`src/hw/dual_timer_pkg.sv`:
```
// Purpose: shared constants and types for the dual 8-bit timer/event counter
// Assumes: one 40 MHz clock, synchronous active-high reset
// Notes: register addresses sit on the 16-bit cpu memory map
package dual_timer_pkg;
	// ==========================================================
	// register addresses
	localparam logic [15:0] ADDR_COUNT_ONE = 16'hFF10;
	localparam logic [15:0] ADDR_COUNT_TWO = 16'hFF11;
	localparam logic [15:0] ADDR_CMP_ONE = 16'hFF12;
	localparam logic [15:0] ADDR_CMP_TWO = 16'hFF13;
	localparam logic [15:0] ADDR_PORT_DIR = 16'hFF23;
	localparam logic [15:0] ADDR_CLK_SEL = 16'hFF41;
	localparam logic [15:0] ADDR_MODE_CTL = 16'hFF49;
	localparam logic [15:0] ADDR_OUT_CTL = 16'hFF4A;

	// ==========================================================
	// reset values
	localparam logic [7:0] RST_CLK_SEL = 8'h00;
	localparam logic [7:0] RST_MODE_CTL = 8'h00;
	localparam logic [7:0] RST_OUT_CTL = 8'h00;
	localparam logic [7:0] RST_PORT_DIR = 8'hFF;
	localparam logic [7:0] RST_COUNT = 8'h00;

	// ==========================================================
	// field positions
	localparam int MODE_ENABLE_ONE = 0;
	localparam int MODE_ENABLE_TWO = 1;
	localparam int MODE_CASCADE = 2;
	localparam int OUT_ENABLE_ONE = 0;
	localparam int OUT_INVERT_ONE = 1;
	localparam int OUT_LVL_RESET_ONE = 2;
	localparam int OUT_LVL_SET_ONE = 3;
	localparam int OUT_ENABLE_TWO = 4;
	localparam int OUT_INVERT_TWO = 5;
	localparam int OUT_LVL_RESET_TWO = 6;
	localparam int OUT_LVL_SET_TWO = 7;
	localparam int DIR_PIN_ONE = 1;
	localparam int DIR_PIN_TWO = 2;
	// write-only strobes read back as zero
	localparam logic [7:0] OUT_CTL_RD_MASK = 8'h33;

	// ==========================================================
	// clock select codes (one nibble per counter)
	localparam logic [3:0] CSEL_EDGE_FALL = 4'h0;
	localparam logic [3:0] CSEL_EDGE_RISE = 4'h1;
	localparam logic [3:0] CSEL_DIV_FIRST = 4'h6;
	localparam logic [3:0] CSEL_DIV_LAST = 4'hE;
	localparam logic [3:0] CSEL_DIV_TOP = 4'hF;
	localparam int PRESCALE_BITS = 11;
	localparam int DIV_TOP_EXP = 11;

	// ==========================================================
	// cpu memory access carrier
	typedef struct packed {
		logic [15:0] addr;
		logic rd;
		logic wr;
		logic word;
		logic bit_op;
		logic [2:0] bit_idx;
		logic bit_val;
		logic [15:0] wdata;
	} cpu_req_s;
endpackage

```
`src/hw/fxx_prescaler.sv`:
```
// Purpose: base-rate prescaler giving one-cycle taps fxx/2 to fxx/2^11
// Assumes: the reference clock is the oscillator frequency
// Notes: taps are combinational enables aligned to the reference clock
`timescale 1ns/1ps
module fxx_prescaler import dual_timer_pkg::*; #(
	parameter int BITS = PRESCALE_BITS
) (
	// clock and reset
	input wire logic i_ref_clk,
	input wire logic i_reset,
	// base rate select: 1 = full rate, 0 = half rate
	input wire logic i_osc_div_select,
	// tick k pulses once per 2^k base periods
	output logic [BITS:1] o_tick
);
	logic half_r;
	logic base_en;
	logic [BITS-1:0] div_r;

	// ==========================================================
	// base rate fxx as an enable
	always_ff @(posedge i_ref_clk) begin
		if (i_reset) begin
			half_r <= 1'b0;
		end else begin
			half_r <= ~half_r;
		end
	end
	assign base_en = i_osc_div_select | half_r;

	// free-running divider, advances only on base-rate enables
	always_ff @(posedge i_ref_clk) begin
		if (i_reset) begin
			div_r <= '0;
		end else if (base_en) begin
			div_r <= div_r + 1'b1;
		end
	end

	// ==========================================================
	// one tap per divider stage
	genvar k;
	generate
		for (k = 1; k <= BITS; k++) begin : g_tap
			assign o_tick[k] = base_en & (&div_r[k-1:0]);
		end
	endgenerate
endmodule // fxx_prescaler

```
`src/hw/dual_timer.sv`:
```
// Purpose: two 8-bit timer/event counters with compare, cascade and wave outputs
// Assumes: cpu accesses are synchronous one-cycle strobes on the 40 MHz clock
// Notes: compare registers are not reset; software stops timers before reconfiguring
//
// Function
// - match clears counter, raises channel interrupt
// - interval is compare value plus one
// - compare spans 00H-FFH, cascaded 0000H-FFFFH
// - compare written by byte only
// - compare contents undefined after reset
// - reset clears both counters
// - byte counter reads; cascaded 16-bit read
// - low nibble selects counter one clock
// - high nibble selects counter two clock
// - base rate fx or fx/2
// - clock select at FF41H, resets 00H
// - mode control enables counters, sets mode
// - cascade run controlled by enable one
// - output control sets level, inversion, enable
// - level set/reset bits read zero
// - port direction bitwise, resets FFH
// - mode bit 2 cascades counters
// - counter one overflow clocks counter two
// - cascaded match clears both, irq two
// - output toggles on every match while its invert bit is set
`timescale 1ns/1ps
module dual_timer import dual_timer_pkg::*; (
	// clock and reset
	input wire logic i_ref_clk,
	input wire logic i_reset,
	// cpu memory access
	input wire cpu_req_s i_req,
	output logic [15:0] o_rdata,
	output logic o_rd_valid,
	// oscillation mode bit from the system clock block
	input wire logic i_osc_div_select,
	// external event inputs
	input wire logic i_event_in_one,
	input wire logic i_event_in_two,
	// wave outputs, drive enable low while the pin is an output
	output logic o_wave_out_one,
	output logic o_wave_out_two,
	output logic o_wave_oe_n_one,
	output logic o_wave_oe_n_two,
	// interrupt requests, one-cycle pulses
	output logic o_match_irq_one,
	output logic o_match_irq_two
);
	// ==========================================================
	// state and decode
	// programmable registers
	logic [7:0] clk_sel_r;
	logic [7:0] mode_ctl_r;
	logic [7:0] out_ctl_r;
	logic [7:0] port_dir_r;
	logic [7:0] cmp_one_r;
	logic [7:0] cmp_two_r;
	// counters and output levels
	logic [7:0] count_one_r;
	logic [7:0] count_two_r;
	logic level_ff_one_r;
	logic level_ff_two_r;
	// count clock path
	logic [PRESCALE_BITS:1] tick;
	logic [2:0] ev_sync_r [2];
	logic [1:0] ev_rise;
	logic [1:0] ev_fall;
	logic step_one;
	logic step_two;
	// mode decode and compare path
	logic cascade_select;
	logic count_enable_one;
	logic count_enable_two;
	logic run_one;
	logic run_two;
	logic hit_one;
	logic hit_two;
	logic hit_both;
	logic match_one;
	logic match_two;
	// bus decode
	logic byte_wr;
	logic [7:0] rd_byte;

	// ==========================================================
	// prescaler
	// one divider serves both channels, so equal codes tick in step
	fxx_prescaler #(
		.BITS(PRESCALE_BITS)
	) u_prescaler (
		.i_ref_clk(i_ref_clk),
		.i_reset(i_reset),
		.i_osc_div_select(i_osc_div_select),
		.o_tick(tick)
	);

	// ==========================================================
	// event input synchronisers; stage 0 feeds stage 1 only
	genvar c;
	generate
		for (c = 0; c < 2; c++) begin : g_event
			always_ff @(posedge i_ref_clk) begin
				if (i_reset) begin
					ev_sync_r[c] <= 3'b000;
				end else begin
					ev_sync_r[c][0] <= (c == 0) ? i_event_in_one : i_event_in_two;
					ev_sync_r[c][2:1] <= ev_sync_r[c][1:0];
				end
			end
			assign ev_rise[c] = ev_sync_r[c][1] & ~ev_sync_r[c][2];
			assign ev_fall[c] = ~ev_sync_r[c][1] & ev_sync_r[c][2];
		end
	endgenerate

	// ==========================================================
	// count clock selection from one nibble; illegal codes give no tick
	// a prohibited code stalls the counter instead of guessing a rate
	function automatic logic pick_tick(input logic [3:0] code, input logic rise,
		input logic fall, input logic [PRESCALE_BITS:1] taps);
		logic r;
		r = 1'b0;
		if (code == CSEL_EDGE_FALL) begin
			r = fall;
		end else if (code == CSEL_EDGE_RISE) begin
			r = rise;
		end else if (code >= CSEL_DIV_FIRST && code <= CSEL_DIV_LAST) begin
			r = taps[code - CSEL_DIV_FIRST + 4'd1];
		end else if (code == CSEL_DIV_TOP) begin
			r = taps[DIV_TOP_EXP];
		end
		return r;
	endfunction

	assign step_one = pick_tick(clk_sel_r[3:0], ev_rise[0], ev_fall[0], tick);
	assign step_two = pick_tick(clk_sel_r[7:4], ev_rise[1], ev_fall[1], tick);

	// ==========================================================
	// run and match decode
	assign cascade_select = mode_ctl_r[MODE_CASCADE];
	assign count_enable_one = mode_ctl_r[MODE_ENABLE_ONE];
	assign count_enable_two = mode_ctl_r[MODE_ENABLE_TWO];
	// in cascade only the first enable matters
	assign run_one = count_enable_one & step_one;
	assign run_two = count_enable_two & step_two & ~cascade_select;
	assign hit_one = (count_one_r == cmp_one_r);
	assign hit_two = (count_two_r == cmp_two_r);
	assign hit_both = hit_one & hit_two;
	assign match_one = ~cascade_select & run_one & hit_one;
	assign match_two = cascade_select ? (run_one & hit_both) : (run_two & hit_two);

	// ==========================================================
	// counter one
	// a clear beats a step, so the matching tick restarts at zero
	always_ff @(posedge i_ref_clk) begin
		if (i_reset) begin
			count_one_r <= RST_COUNT;
		end else if (match_one || (cascade_select && match_two)) begin
			count_one_r <= 8'h00;
		end else if (run_one) begin
			count_one_r <= count_one_r + 8'h01;
		end
	end

	// counter two; in cascade it steps on counter one wrapping
	// the carry looks at the old low byte, so the pair steps as one 16-bit count
	always_ff @(posedge i_ref_clk) begin
		if (i_reset) begin
			count_two_r <= RST_COUNT;
		end else if (match_two) begin
			count_two_r <= 8'h00;
		end else if (cascade_select) begin
			if (run_one && count_one_r == 8'hFF) begin
				count_two_r <= count_two_r + 8'h01;
			end
		end else if (run_two) begin
			count_two_r <= count_two_r + 8'h01;
		end
	end

	// interrupt pulses, registered
	// registered so a compare write never leaves a glitch on the request
	always_ff @(posedge i_ref_clk) begin
		if (i_reset) begin
			o_match_irq_one <= 1'b0;
			o_match_irq_two <= 1'b0;
		end else begin
			o_match_irq_one <= match_one;
			o_match_irq_two <= match_two;
		end
	end

	// ==========================================================
	// cpu writes: byte or single-bit; no register takes a word write
	assign byte_wr = i_req.wr & ~i_req.word & ~i_req.bit_op;

	function automatic logic [7:0] merge(input logic [7:0] old, input cpu_req_s q);
		logic [7:0] v;
		v = old;
		if (q.bit_op) begin
			v[q.bit_idx] = q.bit_val;
		end else begin
			v = q.wdata[7:0];
		end
		return v;
	endfunction

	// compare registers: no reset, so contents are undefined until written
	// word and bit writes are refused here, only whole bytes land
	always_ff @(posedge i_ref_clk) begin
		if (byte_wr && i_req.addr == ADDR_CMP_ONE) begin
			cmp_one_r <= i_req.wdata[7:0];
		end
		if (byte_wr && i_req.addr == ADDR_CMP_TWO) begin
			cmp_two_r <= i_req.wdata[7:0];
		end
	end

	// clock select: byte writes only
	always_ff @(posedge i_ref_clk) begin
		if (i_reset) begin
			clk_sel_r <= RST_CLK_SEL;
		end else if (byte_wr && i_req.addr == ADDR_CLK_SEL) begin
			clk_sel_r <= i_req.wdata[7:0];
		end
	end

	// mode control and port direction: bit or byte writes
	// a bit write merges into the stored byte, neighbours keep their state
	always_ff @(posedge i_ref_clk) begin
		if (i_reset) begin
			mode_ctl_r <= RST_MODE_CTL;
			port_dir_r <= RST_PORT_DIR;
		end else if (i_req.wr && !i_req.word) begin
			if (i_req.addr == ADDR_MODE_CTL) begin
				mode_ctl_r <= merge(mode_ctl_r, i_req);
			end
			if (i_req.addr == ADDR_PORT_DIR) begin
				port_dir_r <= merge(port_dir_r, i_req);
			end
		end
	end

	// output control; level strobes are not stored
	always_ff @(posedge i_ref_clk) begin
		if (i_reset) begin
			out_ctl_r <= RST_OUT_CTL;
		end else if (i_req.wr && !i_req.word && i_req.addr == ADDR_OUT_CTL) begin
			out_ctl_r <= merge(out_ctl_r, i_req) & OUT_CTL_RD_MASK;
		end
	end

	// ==========================================================
	// level flip-flops: a write strobe wins over a toggle the same cycle
	logic [7:0] out_wr_val;
	logic out_wr;
	assign out_wr = i_req.wr & ~i_req.word & (i_req.addr == ADDR_OUT_CTL);
	assign out_wr_val = merge(out_ctl_r, i_req);

	always_ff @(posedge i_ref_clk) begin
		if (i_reset) begin
			level_ff_one_r <= 1'b0;
		end else if (out_wr && out_wr_val[OUT_LVL_SET_ONE]) begin
			level_ff_one_r <= 1'b1;
		end else if (out_wr && out_wr_val[OUT_LVL_RESET_ONE]) begin
			level_ff_one_r <= 1'b0;
		end else if (match_one && out_ctl_r[OUT_INVERT_ONE]) begin
			level_ff_one_r <= ~level_ff_one_r;
		end
	end

	// channel two: same priorities, its own strobes
	always_ff @(posedge i_ref_clk) begin
		if (i_reset) begin
			level_ff_two_r <= 1'b0;
		end else if (out_wr && out_wr_val[OUT_LVL_SET_TWO]) begin
			level_ff_two_r <= 1'b1;
		end else if (out_wr && out_wr_val[OUT_LVL_RESET_TWO]) begin
			level_ff_two_r <= 1'b0;
		end else if (match_two && out_ctl_r[OUT_INVERT_TWO]) begin
			level_ff_two_r <= ~level_ff_two_r;
		end
	end

	// pin drive: the level shows only with output enabled
	// the port output latch lives outside this block; only direction is seen here
	always_ff @(posedge i_ref_clk) begin
		if (i_reset) begin
			o_wave_out_one <= 1'b0;
			o_wave_out_two <= 1'b0;
			o_wave_oe_n_one <= 1'b1;
			o_wave_oe_n_two <= 1'b1;
		end else begin
			o_wave_out_one <= out_ctl_r[OUT_ENABLE_ONE] & level_ff_one_r;
			o_wave_out_two <= out_ctl_r[OUT_ENABLE_TWO] & level_ff_two_r;
			o_wave_oe_n_one <= port_dir_r[DIR_PIN_ONE];
			o_wave_oe_n_two <= port_dir_r[DIR_PIN_TWO];
		end
	end

	// ==========================================================
	// reads: one cycle later; unmapped addresses return zero
	// the mux follows the address alone; the read strobe gates the capture below
	always_comb begin
		rd_byte = 8'h00;
		unique case (i_req.addr)
			ADDR_COUNT_ONE: rd_byte = count_one_r;
			ADDR_COUNT_TWO: rd_byte = count_two_r;
			ADDR_CMP_ONE: rd_byte = cmp_one_r;
			ADDR_CMP_TWO: rd_byte = cmp_two_r;
			ADDR_CLK_SEL: rd_byte = clk_sel_r;
			ADDR_MODE_CTL: rd_byte = mode_ctl_r;
			ADDR_OUT_CTL: rd_byte = out_ctl_r & OUT_CTL_RD_MASK;
			ADDR_PORT_DIR: rd_byte = port_dir_r;
			default: rd_byte = 8'h00;
		endcase
	end

	always_ff @(posedge i_ref_clk) begin
		if (i_reset) begin
			o_rdata <= 16'h0000;
			o_rd_valid <= 1'b0;
		end else begin
			o_rd_valid <= i_req.rd;
			if (i_req.rd && i_req.word) begin
				// only the cascaded counter pair answers a word read
				if (cascade_select && i_req.addr == ADDR_COUNT_ONE) begin
					o_rdata <= {count_two_r, count_one_r};
				end else begin
					o_rdata <= 16'h0000;
				end
			end else if (i_req.rd) begin
				o_rdata <= {8'h00, rd_byte};
			end
		end
	end
endmodule // dual_timer

```
`config.mk`:
```
export PLATFORM = sky130hd
export DESIGN_NAME = dual_timer
export DESIGN_NICKNAME = d
export VERILOG_FILES = /design/src/hw/dual_timer_pkg.sv /design/src/hw/fxx_prescaler.sv /design/src/hw/dual_timer.sv
export SDC_FILE = /design/constraint.sdc
export NUM_CORES = 1
export LEC_CHECK = 0
export BUFFER_PORTS_ARGS = -buffer_cell sky130_fd_sc_hd__buf_2
export CAP_MARGIN = 10
export CORE_ASPECT_RATIO = 1.25
export CORE_MARGIN = 4
export CORE_UTILIZATION = 65
export CTS_BUF_LIST = sky130_fd_sc_hd__clkbuf_2
export CTS_CLUSTER_DIAMETER = 100
export DETAILED_ROUTE_END_ITERATION = 10
export PLACE_DENSITY_LB_ADDON = 0.12
export SETUP_SLACK_MARGIN = 0.4
export SYNTH_ARGS = -nofsm -noshare
export SYNTH_HDL_FRONTEND = slang
export SYNTH_SLANG_ARGS = --single-unit
```
`constraint.sdc`:
```
create_clock -name i_ref_clk -period 6.45 [get_ports i_ref_clk]
set_input_delay 0.3225 -clock i_ref_clk [delete_from_list [all_inputs] [get_ports i_ref_clk]]
set_output_delay 0.3225 -clock i_ref_clk [all_outputs]
set_load 0.05 [all_outputs]
```
==> Word-level counts from Yosys, hierarchy flattened <==
Memory sizes are Yosys's and may differ from the RTL's.
Index checks and enable logic that the tools add are counted.
{ "word_totals": {"ram_bits": 6, "out_inout_bits": 23, "in_bits": 45, "n_memories": 1, "word_cells": 177, "regBits": 97} }
{ "op_classes": {"n_addsub": 7, "reduce_logical": 41, "n_lt_le_gt_ge": 8, "n_bitwise": 43, "n_mux": 41, "eq_ne": 16} }
{ "mem_list": {"columns": ["name", "depth", "width", "rd", "rd_ports_with_merged_regs", "write_ports", "line_no", "source"], "rows": [
  ["ev_sync_r", 2, 3, 2, 0, 2, "dual_timer.sv:65", "logic [2:0] ev_sync_r [2];"]
]} }
{ "ops": {"columns": ["operator", "n"], "rows": [
  ["16-bit equality test (second input constant)", 8],
  ["8-bit case mux with 8 select lines", 1],
  ["16-bit two-way mux", 3],
  ["8-bit two-way mux", 6],
  ["1-bit bitwise AND", 28],
  ["8-bit bitwise mux", 3],
  ["1-bit two-way mux", 23],
  ["1-bit logical AND", 18],
  ["8-bit by 1-bit adder with 8-bit output (second input constant)", 2],
  ["8-bit equality test", 2],
  ["11-bit by 1-bit adder with 11-bit output (second input constant)", 1],
  ["11-bit AND reduction", 1],
  ["4-bit by 5-bit less-than comparator with 1-bit output (second input constant)", 2],
  ["1-bit inverter", 10],
  ["10-bit AND reduction", 1],
  ["9-bit AND reduction", 1],
  ["4-bit by 1-bit adder with 4-bit output (second input constant)", 2],
  ["1-bit binary-select mux with 4-bit select", 2],
  ["4-bit by 1-bit equality test with 1-bit output (second input constant)", 2],
  ["4-bit equality test (second input constant)", 2],
  ["8-bit equality test (second input constant)", 1],
  ["4-bit by 3-bit greater-or-equal comparator with 1-bit output (second input constant)", 2],
  ["4-bit less-or-equal comparator (second input constant)", 2],
  ["4-bit zero test", 2],
  ["other kinds (19)", 31]
]} }

==> Longest topological paths before layout <==
Gate-level depths: netlist of run 1.
{ "logic_depth": {"word_depth": 15, "depth_mapped": 14} }

==> Cells and area by module <==
A second synthesis of run 1 with hierarchy kept.
{ "hier_totals": {"hier_cells": 631, "hier_area_um2": 5595.4} }
{ "by_module_without_submodules": {"columns": ["mod", "instances", "seq_area_each_um2", "cells_per_inst", "area_each_um2"], "rows": [
  ["dual_timer", 1, 1981.9, 553, 4952.2],
  ["fxx_prescaler", 1, 240.2, 78, 643.1]
]} }

==> Worst setup path before layout of run 1 <==
No wires, ideal clock.
{ "synth_timing": {"path_type": "register to register", "start": "register clk_sel_r[4]", "end": "register count_two_r[6]", "slack_ps": 3483, "t_arrival_ps": 2851, "n_path_buf": 2, "path_stages_with_launch": 13, "synth_period_minus_slack_ps": 2967, "setup_time_ps": 116, "path_cell_list": "dfxtp_1 -> clkbuf_1 -> inv_1 -> ha_1 -> clkbuf_1 -> inv_1 -> a21oi_1 -> or3_1 -> a311o_1 -> a31o_4 -> a2111oi_4 -> xor2_1 -> nor2b_2"} }
{ "synth_via": {"elab_chain_len": 12} }
{ "synth_lines": {"columns": ["element", "line_no", "source"], "rows": [
  ["start: declaration", "dual_timer.sv:52", "logic [7:0] clk_sel_r;"],
  ["start signal: assignment", "dual_timer.sv:223", "clk_sel_r <= i_req.wdata[7:0];"],
  ["4-bit by 3-bit subtractor with 4-bit output", "dual_timer.sv:127", "r = taps[code - CSEL_DIV_FIRST + 4'd1];"],
  ["4-bit by 1-bit adder with 4-bit output", "dual_timer.sv:127", null],
  ["1-bit binary-select mux with 4-bit select", "dual_timer.sv:127", null],
  ["1-bit two-way mux (implied by the code)", "dual_timer.sv:127", null],
  ["1-bit two-way mux", "dual_timer.sv:126", "end else if (code >= CSEL_DIV_FIRST && code <= CSEL_DIV_LAST) begin"],
  ["1-bit two-way mux", "dual_timer.sv:124", "end else if (code == CSEL_EDGE_RISE) begin"],
  ["1-bit two-way mux (*)", "dual_timer.sv:122", "if (code == CSEL_EDGE_FALL) begin"],
  ["1-bit bitwise AND (*) (2 in a row)", "dual_timer.sv:144", "assign run_two = count_enable_two & step_two & ~cascade_select;"],
  ["1-bit bitwise AND", "dual_timer.sv:149", "assign match_two = cascade_select ? (run_one & hit_both) : (run_two & hit_two);"],
  ["1-bit two-way mux", "dual_timer.sv:149", null],
  ["2-bit OR reduction (no source line)", null, null],
  ["end signal: assignment", "dual_timer.sv:173", "count_two_r <= count_two_r + 8'h01;"],
  ["end signal: assignment", "dual_timer.sv:176", "count_two_r <= count_two_r + 8'h01;"],
  ["end: declaration", "dual_timer.sv:60", "logic [7:0] count_two_r;"]
]} }
Every way passes the cells marked *; elsewhere a longest branch is shown, timed or not. The select of a mux whose other input is x is not followed.
A chain may end at the register's enable or synchronous reset.

==> Worst setup path after layout of run 1 <==
{ "layout_timing": {"start": "register u_prescaler.div_r[0]", "end": "register level_ff_one_r"} }
{ "layout_via": {"elab_chain_len": 12} }
{ "layout_lines": {"columns": ["element", "line_no", "source"], "rows": [
  ["start: declaration", "fxx_prescaler.sv:18", "logic [BITS-1:0] div_r;"],
  ["start signal: assignment", "fxx_prescaler.sv:36", "div_r <= div_r + 1'b1;"],
  ["11-bit AND reduction (tied with other cells)", "fxx_prescaler.sv:45", "assign o_tick[k] = base_en & (&div_r[k-1:0]);"],
  ["1-bit bitwise AND", "fxx_prescaler.sv:45", null],
  ["1-bit binary-select mux with 4-bit select", "dual_timer.sv:127", null],
  ["1-bit two-way mux (implied by the code)", "dual_timer.sv:127", null],
  ["1-bit two-way mux (*)", "dual_timer.sv:126", null],
  ["1-bit two-way mux (*)", "dual_timer.sv:124", null],
  ["1-bit two-way mux (*)", "dual_timer.sv:122", null],
  ["1-bit bitwise AND (*)", "dual_timer.sv:143", "assign run_one = count_enable_one & step_one;"],
  ["1-bit bitwise AND (*) (2 in a row)", "dual_timer.sv:148", "assign match_one = ~cascade_select & run_one & hit_one;"],
  ["1-bit logical AND (*)", "dual_timer.sv:266", "end else if (match_one && out_ctl_r[OUT_INVERT_ONE]) begin"],
  ["3-bit nonzero test (no source line) (*)", null, null],
  ["end signal: assignment", "dual_timer.sv:267", "level_ff_one_r <= ~level_ff_one_r;"],
  ["end: declaration", "dual_timer.sv:61", "logic level_ff_one_r;"]
]} }
Marked as above.

==> impl_metrics.py, run 1 <==
metrics = {
    "clock_network": {
        "path_clk_slew_ns": 0.25,
        "cts_buffers": 9,
        "ctsHtreeMaxLevel": 3,
        "cts_tree": "yes",
        "postCtsSetupBuffers": 0,
        "clockBufferDepth": 2,
        "cts_hold_buf": 9,
        "clock_latency_ns": 0.59,
        "cts_root_buf": "clkbuf_2",
        "numClockSinks": 103,
        "cts.repair.resized": 0,
    },
    "yosys": {
        "yosys_register_bits": 103,
        "netlist_area_sq_um": 5587,
        "syn_avg_cell_area_sq_um": 8.688,
        "synthArstFlopShare_pct": 0,
        "syn_inst": 643,
        "synth_nets": 704,
        "yosysWarnings": 0,
        "yosysSeqAreaShare_pct": 39.78,
        "synth_edf_count": 16,
        "synth_cell_types": 67,
        "ys.flop_type": "dfxtp_1",
    },
    "setup_path": {
        "critPathKind": "reg2reg",
        "start_kind": "register",
        "crit_fanout": 10,
        "required_ns": 6.96,
        "r2r_cells": 12,
        "startpoint": "u_prescaler.div_r[0]$_SDFFE_PP0N_",
        "r2r_start": "u_prescaler.div_r[0]$_SDFFE_PP0N_",
        "reg2reg_slack_ns": 3.07,
        "worstReg2RegEnd": "level_ff_one_r$_SDFFE_PP0P_",
        "cp.arrival_ns": 3.89,
        "crit_path_end_kind": "register",
    },
    "routing": {
        "dr.pass1.iters": 5,
        "num_vias": 4958,
        "drc": 0,
        "ant_nets": 0,
        "via_per_inst": 6.300,
        "routed_wirelength_microns": 13920,
        "wire_per_inst_microns": 17.68,
        "drt_iter0_markers": 455,
    },
    "hold_path": {
        "min_path_type": "in2reg",
        "whs_path_depth": 1,
        "min-delay-start": "i_req[0]",
        "holdPathEnd": "cmp_one_r[0]$_DFFE_PP_",
    },
    "grt": {
        "grt_first_pass_wirelength_microns": 23050,
        "grt_usage_pct": 27.93,
        "met1_usage_pct": 33.80,
        "busiest_layer": "met2",
        "antenna_found_initial": 0,
        "grt_max_degree": 75,
        "grt_pass1_vias": 4742,
        "grtUsageMet3_pct": 4.257,
        "overflow": 0,
        "grt_use_met2_pct": 48.67,
    },
    "floorplan": {
        "die_y_microns": 111.7,
        "dieArea_sq_um": 10150,
        "initial_utilization_pct": 67.42,
        "core.rowCount": 37,
        "pin_count": 68,
        "die_w_microns": 90.92,
        "core_area_sq_um": 8287,
    },
    "power_and_ir_drop": {
        "p_seq_share_pct": 64.0,
        "power_switching_uw": 261.2,
        "combPwrFrac_pct": 8.4,
        "leakagePower_uw": 0.002165,
        "power.density_nw_per_um2": 171.3,
        "switching_share_pct": 25.13,
        "irDropWorstVdd_mv": 0.1209,
        "intPower_uw": 778.2,
        "p_clk_share_pct": 27.7,
    },
    "timing": {
        "fmax_ghz": 0.2955,
        "slew-limit-headroom_pct": 19.33,
        "setup_violations": 0,
        "tightestPinTransition_ns": 1.200,
        "fin_crit_ns": 3.384,
        "slew_viol_final": 0,
        "whs_ns": 0.05848,
        "final_hold_viol_count": 0,
        "rsz0062_at_grt": "false",
        "fin_worst_skew_ns": 0.03737,
        "finalCritPeriodShare_pct": 52.46,
        "fin_tns_setup_ns": 0,
    },
    "placed_design": {
        "numPortBuffers": 59,
        "place.gp.congestion": 0.8859,
        "dp_hpwl_microns": 10130,
    },
    "finish": {
        "layout.nets": 748,
        "drive_gt1_share_pct": 15.51,
        "final_common_cell": "dfxtp_1",
        "diodes": 0,
        "layout_common_cells": "dfxtp_1 (87), nor2_1 (74), nand2_1 (70)",
        "synthToLayoutAreaGrowth_pct": 8.623,
    },
    "job": {
        "cap_viol_max_count": 0,
    },
    "outcome": {
        "status": "finished, final reports clean",
    },
}
## sequential cells by signal, indices dropped and copies added, names as in the netlist
signal              flops
o_match_irq_two         1
o_wave_oe_n_one         1
o_rd_valid              1
level_ff_one_r          1
o_rdata                16
u_prescaler.div_r      11
cmp_two_r               8
level_ff_two_r          1
u_prescaler.half_r      1
out_ctl_r               4
cmp_one_r               8
ev_sync_r               6
clk_sel_r               8
o_wave_oe_n_two         1
mode_ctl_r              8
count_two_r             8
o_match_irq_one         1
o_wave_out_two          1
port_dir_r              8
o_wave_out_one          1
count_one_r             8
## power groups by stage
stage / clock (uW) / sequential (uW) / combinational (uW)
2_1_floorplan: 0 / 686 / 42.9
5_1_grt: 320 / 667 / 94.8
3_5_place_dp: 0 / 677 / 81.3
6_report: 288 / 665 / 87.0
3_3_place_gp: 0 / 677 / 79.7
4_1_cts: 292 / 665 / 85.7
## layout make-up
type                            count  area (sq um)
Inverter                           18         67.56
Tap cell                           97         121.4
Clock buffer                       12         60.06
Timing Repair Buffer               72         412.9
Sequential cell                   103          2222
Fill cell                         661          2218
Multi-Input combinational cell    483          3149
Clock inverter                      2         35.03
## how the worst max path moves through the flow
stage	endpoint	slack, ns
finish	level_ff_one_r$_SDFFE_PP0P_	3.07
global route	count_one_r[7]$_SDFFE_PP0N_	2.81
CTS	level_ff_one_r$_SDFFE_PP0P_	3.09
detailed placement	mode_ctl_r[3]$_SDFFE_PP0P_	2.93
global placement	mode_ctl_r[7]$_SDFFE_PP0P_	3.11
floorplan	count_two_r[6]$_SDFFE_PP0P_	3.48
## per-stage QoR
| step | utilization [%] | power [uW] | area (sq um) | cells | setup WS [ns] |
|---|---|---|---|---|---|
| 6_report | 73.23 | 1039 | 6068 | 787 | 3.066 |
| 4_1_cts | 73.17 | 1043 | 6063 | 786 | 3.092 |
| 3_3_place_gp | 70.93 | 756.4 | 5878 | 763 | 3.111 |
| 3_5_place_dp | 70.93 | 758.5 | 5878 | 763 | 2.935 |
| 2_1_floorplan | - | 728.5 | 5587 | 643 | 3.483 |
| 5_1_grt | 73.23 | 1081 | 6068 | 787 | 2.815 |
## kinds of logic after synthesis
logic type,synth area share [%]
AND/OR/NAND/NOR,22.20
buffers and inverters,3.964
multiplexers,3.987
AO/OA/AOI/OAI,20.22
flip-flops,39.78
XOR/XNOR,6.271
adder cells (fa/ha/maj),3.583
## worst max-delay path, stage by stage (launching register included)
cell and delay (ns):
dfxtp_1 0.49, ha_1 0.33, and3_1 0.32, and2_1 0.17, ha_1 0.18, nand2b_1 0.06, o21ai_0 0.18, a211oi_1 0.11
a211oi_2 0.51, nor2_2 0.24, and4bb_1 0.38, mux2i_1 0.09, a311oi_1 0.27
## per-layer routing
| layer | wire [microns] | share of wire, % |
|---|---|---|
| met4 | 421 | 3.0 |
| met3 | 977 | 7.0 |
| met5 | 0 | 0 |
| met2 | 6968 | 50 |
| met1 | 5551 | 40 |
## synth_stat cells, drive strengths merged, types with 3 or more instances
master / instances / area share [%]
nand2b: 8 / 0.90
a311o: 3 / 0.54
mux2: 10 / 2.0
a21oi: 46 / 4.1
o211ai: 7 / 0.94
nand4: 13 / 1.8
a211o: 4 / 0.63
or2: 5 / 0.56
a22oi: 13 / 1.7
nor2b: 20 / 2.3
xnor2: 24 / 3.8
edfxtp: 16 / 8.6
buf: 3 / 0.29
nor4: 6 / 0.67
o21ai: 33 / 3.0
and3: 3 / 0.34
mux2i: 11 / 2.0
xor2: 16 / 2.5
a311oi: 9 / 1.4
a221o: 3 / 0.54
a211oi: 7 / 1.1
inv: 18 / 1.2
nor2: 75 / 5.1
a221oi: 8 / 1.3
o2111ai: 3 / 0.78
clkbuf: 36 / 2.5
nor3: 9 / 0.81
o31ai: 3 / 0.40
nand3b: 3 / 0.40
nand2: 70 / 4.7
nor3b: 7 / 0.94
a21boi: 4 / 0.60
nand3: 14 / 1.3
ha: 16 / 3.6
dfxtp: 87 / 31
(Power assumes the default switching activity.)
==> run 2, diff against run 1 <==
--- a/config.mk
+++ b/config.mk
@@ -9,7 +9,7 @@
 export CAP_MARGIN = 10
 export CORE_ASPECT_RATIO = 1.25
 export CORE_MARGIN = 4
-export CORE_UTILIZATION = 65
+export CORE_UTILIZATION = 55
 export CTS_BUF_LIST = sky130_fd_sc_hd__clkbuf_2
 export CTS_CLUSTER_DIAMETER = 100
 export DETAILED_ROUTE_END_ITERATION = 10
==> constraint.sdc (replaced) <==
create_clock -name i_ref_clk -period 2.8 [get_ports i_ref_clk]
set_input_delay 0.14 -clock i_ref_clk [delete_from_list [all_inputs] [get_ports i_ref_clk]]
set_output_delay 0.14 -clock i_ref_clk [all_outputs]
set_load 0.05 [all_outputs]
==> run 2 against run 1 <==
Effect of this change:
- wire length grew 7.7%
- sequential cell count unchanged
- power increased by 140%
- critical path depth fell by 2
- sequential power grew 130%
- critical path type unchanged
- highest routed layer unchanged
==> impl_metrics.py, run 2 (synthesized netlist as in run 1, its figures left out) <==
metrics = {
    "setup_path": {
        "cp.arrival_ns": 3.11,
        "start_kind": "register",
        "critPathKind": "reg2reg",
        "required_ns": 3.34,
        "crit_path_end_kind": "register",
        "worstReg2RegEnd": "count_two_r[6]$_SDFFE_PP0P_",
        "r2r_cells": 10,
        "reg2reg_slack_ns": 0.23,
        "r2r_start": "u_prescaler.div_r[0]$_SDFFE_PP0N_",
        "crit_fanout": 4,
    },
    "routing": {
        "drc": 0,
        "ant_nets": 0,
        "num_vias": 5138,
        "routed_wirelength_microns": 14990,
        "drt_iter0_markers": 430,
        "dr.pass1.iters": 8,
        "wire_per_inst_microns": 17.43,
        "via_per_inst": 5.974,
    },
    "clock_network": {
        "numClockSinks": 103,
        "ctsHtreeMaxLevel": 3,
        "clock_latency_ns": 0.59,
        "cts_buffers": 9,
        "clockBufferDepth": 2,
        "path_clk_slew_ns": 0.27,
        "cts_root_buf": "clkbuf_2",
        "cts_tree": "yes",
    },
    "hold_path": {
        "whs_path_depth": 3,
        "holdPathEnd": "mode_ctl_r[4]$_SDFFE_PP0P_",
        "min_path_type": "in2reg",
        "min-delay-start": "i_req[16]",
    },
    "power_and_ir_drop": {
        "power.density_nw_per_um2": 363.5,
        "leakagePower_uw": 0.002445,
        "irDropWorstVdd_mv": 0.2461,
    },
    "finish": {
        "largest_reg_flops": 16,
        "layout_common_cells": "dfxtp_1 (76), nor2_1 (73), nand2_1 (69)",
        "reg_top3": "o_rdata (16), u_prescaler.div_r (11)",
        "top_register": "o_rdata",
        "n_fill_cell": 795,
        "drive_gt1_share_pct": 25.92,
        "final_common_cell": "dfxtp_1",
        "synthToLayoutAreaGrowth_pct": 22.13,
        "design_area_sq_um": 6823,
        "layout.nets": 789,
    },
    "floorplan": {
        "die_w_microns": 98.15,
        "die_y_microns": 120.7,
        "core.rowCount": 40,
        "dieArea_sq_um": 11840,
        "initial_utilization_pct": 57.24,
        "core_area_sq_um": 9759,
        "pin_count": 68,
    },
    "timing": {
        "rsz0062_at_grt": "true",
        "fin_worst_skew_ns": 0.04233,
        "fmax_ghz": 0.3896,
        "finalCritPeriodShare_pct": 91.68,
        "setup_violations": 0,
        "fin_crit_ns": 2.567,
        "slew-limit-headroom_pct": 33.59,
        "tightestPinTransition_ns": 0.9877,
        "fin_tns_setup_ns": 0,
        "final_hold_viol_count": 0,
        "slew_viol_final": 0,
    },
    "grt": {
        "overflow": 0,
        "grt_max_degree": 43,
        "grt_pass1_vias": 4741,
        "antenna_found_initial": 0,
        "grt_usage_pct": 25.29,
        "grt_first_pass_wirelength_microns": 24200,
    },
    "placed_design": {
        "postPlaceCellArea_sq_um": 6207,
        "dp_hpwl_microns": 11020,
        "place.gp.congestion": 0.9210,
        "numPortBuffers": 59,
    },
    "job": {
        "cap_viol_max_count": 0,
    },
    "outcome": {
        "status": "finished, final reports clean",
    },
}
==> run 2: cell types whose count changed in the layout (fill, tap and decap cells not counted), sizes merged <==
cell	delta
buf	+34
dlygate4sd3	+7
clkbuf	-3
clkinv	+2
inv	+2
clkinvlp	+1
diode	+1
==> run 2: worst max path at each step <==
stage,from,end,slack (ns),cells after the start
global route,u_prescaler.div_r[0]$_SDFFE_PP0N_,count_two_r[6]$_SDFFE_PP0P_,0.11,13
finish,u_prescaler.div_r[0]$_SDFFE_PP0N_,count_two_r[6]$_SDFFE_PP0P_,0.23,10
floorplan,clk_sel_r[4]$_SDFFE_PP0P_,count_two_r[6]$_SDFFE_PP0P_,0.20,11
CTS,u_prescaler.div_r[0]$_SDFFE_PP0N_,count_two_r[6]$_SDFFE_PP0P_,0.16,10
detailed placement,u_prescaler.div_r[0]$_SDFFE_PP0N_,count_two_r[6]$_SDFFE_PP0P_,0.10,9
global placement,u_prescaler.div_r[0]$_SDFFE_PP0N_,count_two_r[6]$_SDFFE_PP0P_,0.14,9
==> run 2: what timing repair did <==
action | in CTS | in global routing
setup endpoints to repair | 19 | 19
pin swaps | 15 | 19
hold buffers | 16 | 0
gates resized for setup | 14 | 32
hold endpoints to repair | 35 | 0
buffers inserted | 8 | 7
==> run 2: report_power, final <==
group          internal (uW)  switching, uW
logic                   85.6            145
clock network            208            510
registers               1520           10.6
total                   1810            666
==> run 2: worst max-delay path, cell delays in order (launching register included) <==
cell and delay, ns:
dfxtp_4 0.42, ha_4 0.13, and3_4 0.22, nand4_4 0.08, o41a_1 0.42, a211oi_4 0.28
buf_12 0.15, o2111ai_4 0.16, a2111oi_4 0.40, xor2_1 0.16, nor2b_2 0.13
==> run 2: layout make-up <==
class	count	area (sq um)	area share [%]
clock inverters	7	70.07	1.027
diodes	1	2.502	0.03668
well taps	126	157.7	2.311
clock buffers	9	45.04	0.6602
repair buffers	113	779.5	11.42
multi-input cells	483	3455	50.63
flip-flops and latches	103	2241	32.84
inverters	18	72.57	1.064
==> run 2: stage by stage <==
| stage | utilization, % | total power [uW] | std cells | hold WS [ns] | setup WS, ns |
|---|---|---|---|---|---|
| after CTS | 67.94 | 2493 | 852 | 0.03723 | 0.1590 |
| after global routing | 69.88 | 2579 | 859 | 0.03707 | 0.1081 |
| after detailed placement | 63.60 | 1760 | 812 | 0.3609 | 0.1040 |
| after global placement | 63.60 | 1756 | 812 | 0.3467 | 0.1420 |
| final | 69.91 | 2480 | 860 | 0.08059 | 0.2330 |
| after floorplan | - | 1685 | 643 | 0.2389 | 0.1951 |
==> run 2: metal layers <==
layer,global-route usage (%),vias to the layer above,routed length (microns)
li1,-,2476,-
met1,31.41,2427,6046
met2,42.89,194,7344
met3,5.078,41,1078
met4,10.25,0,523
met5,0,-,0
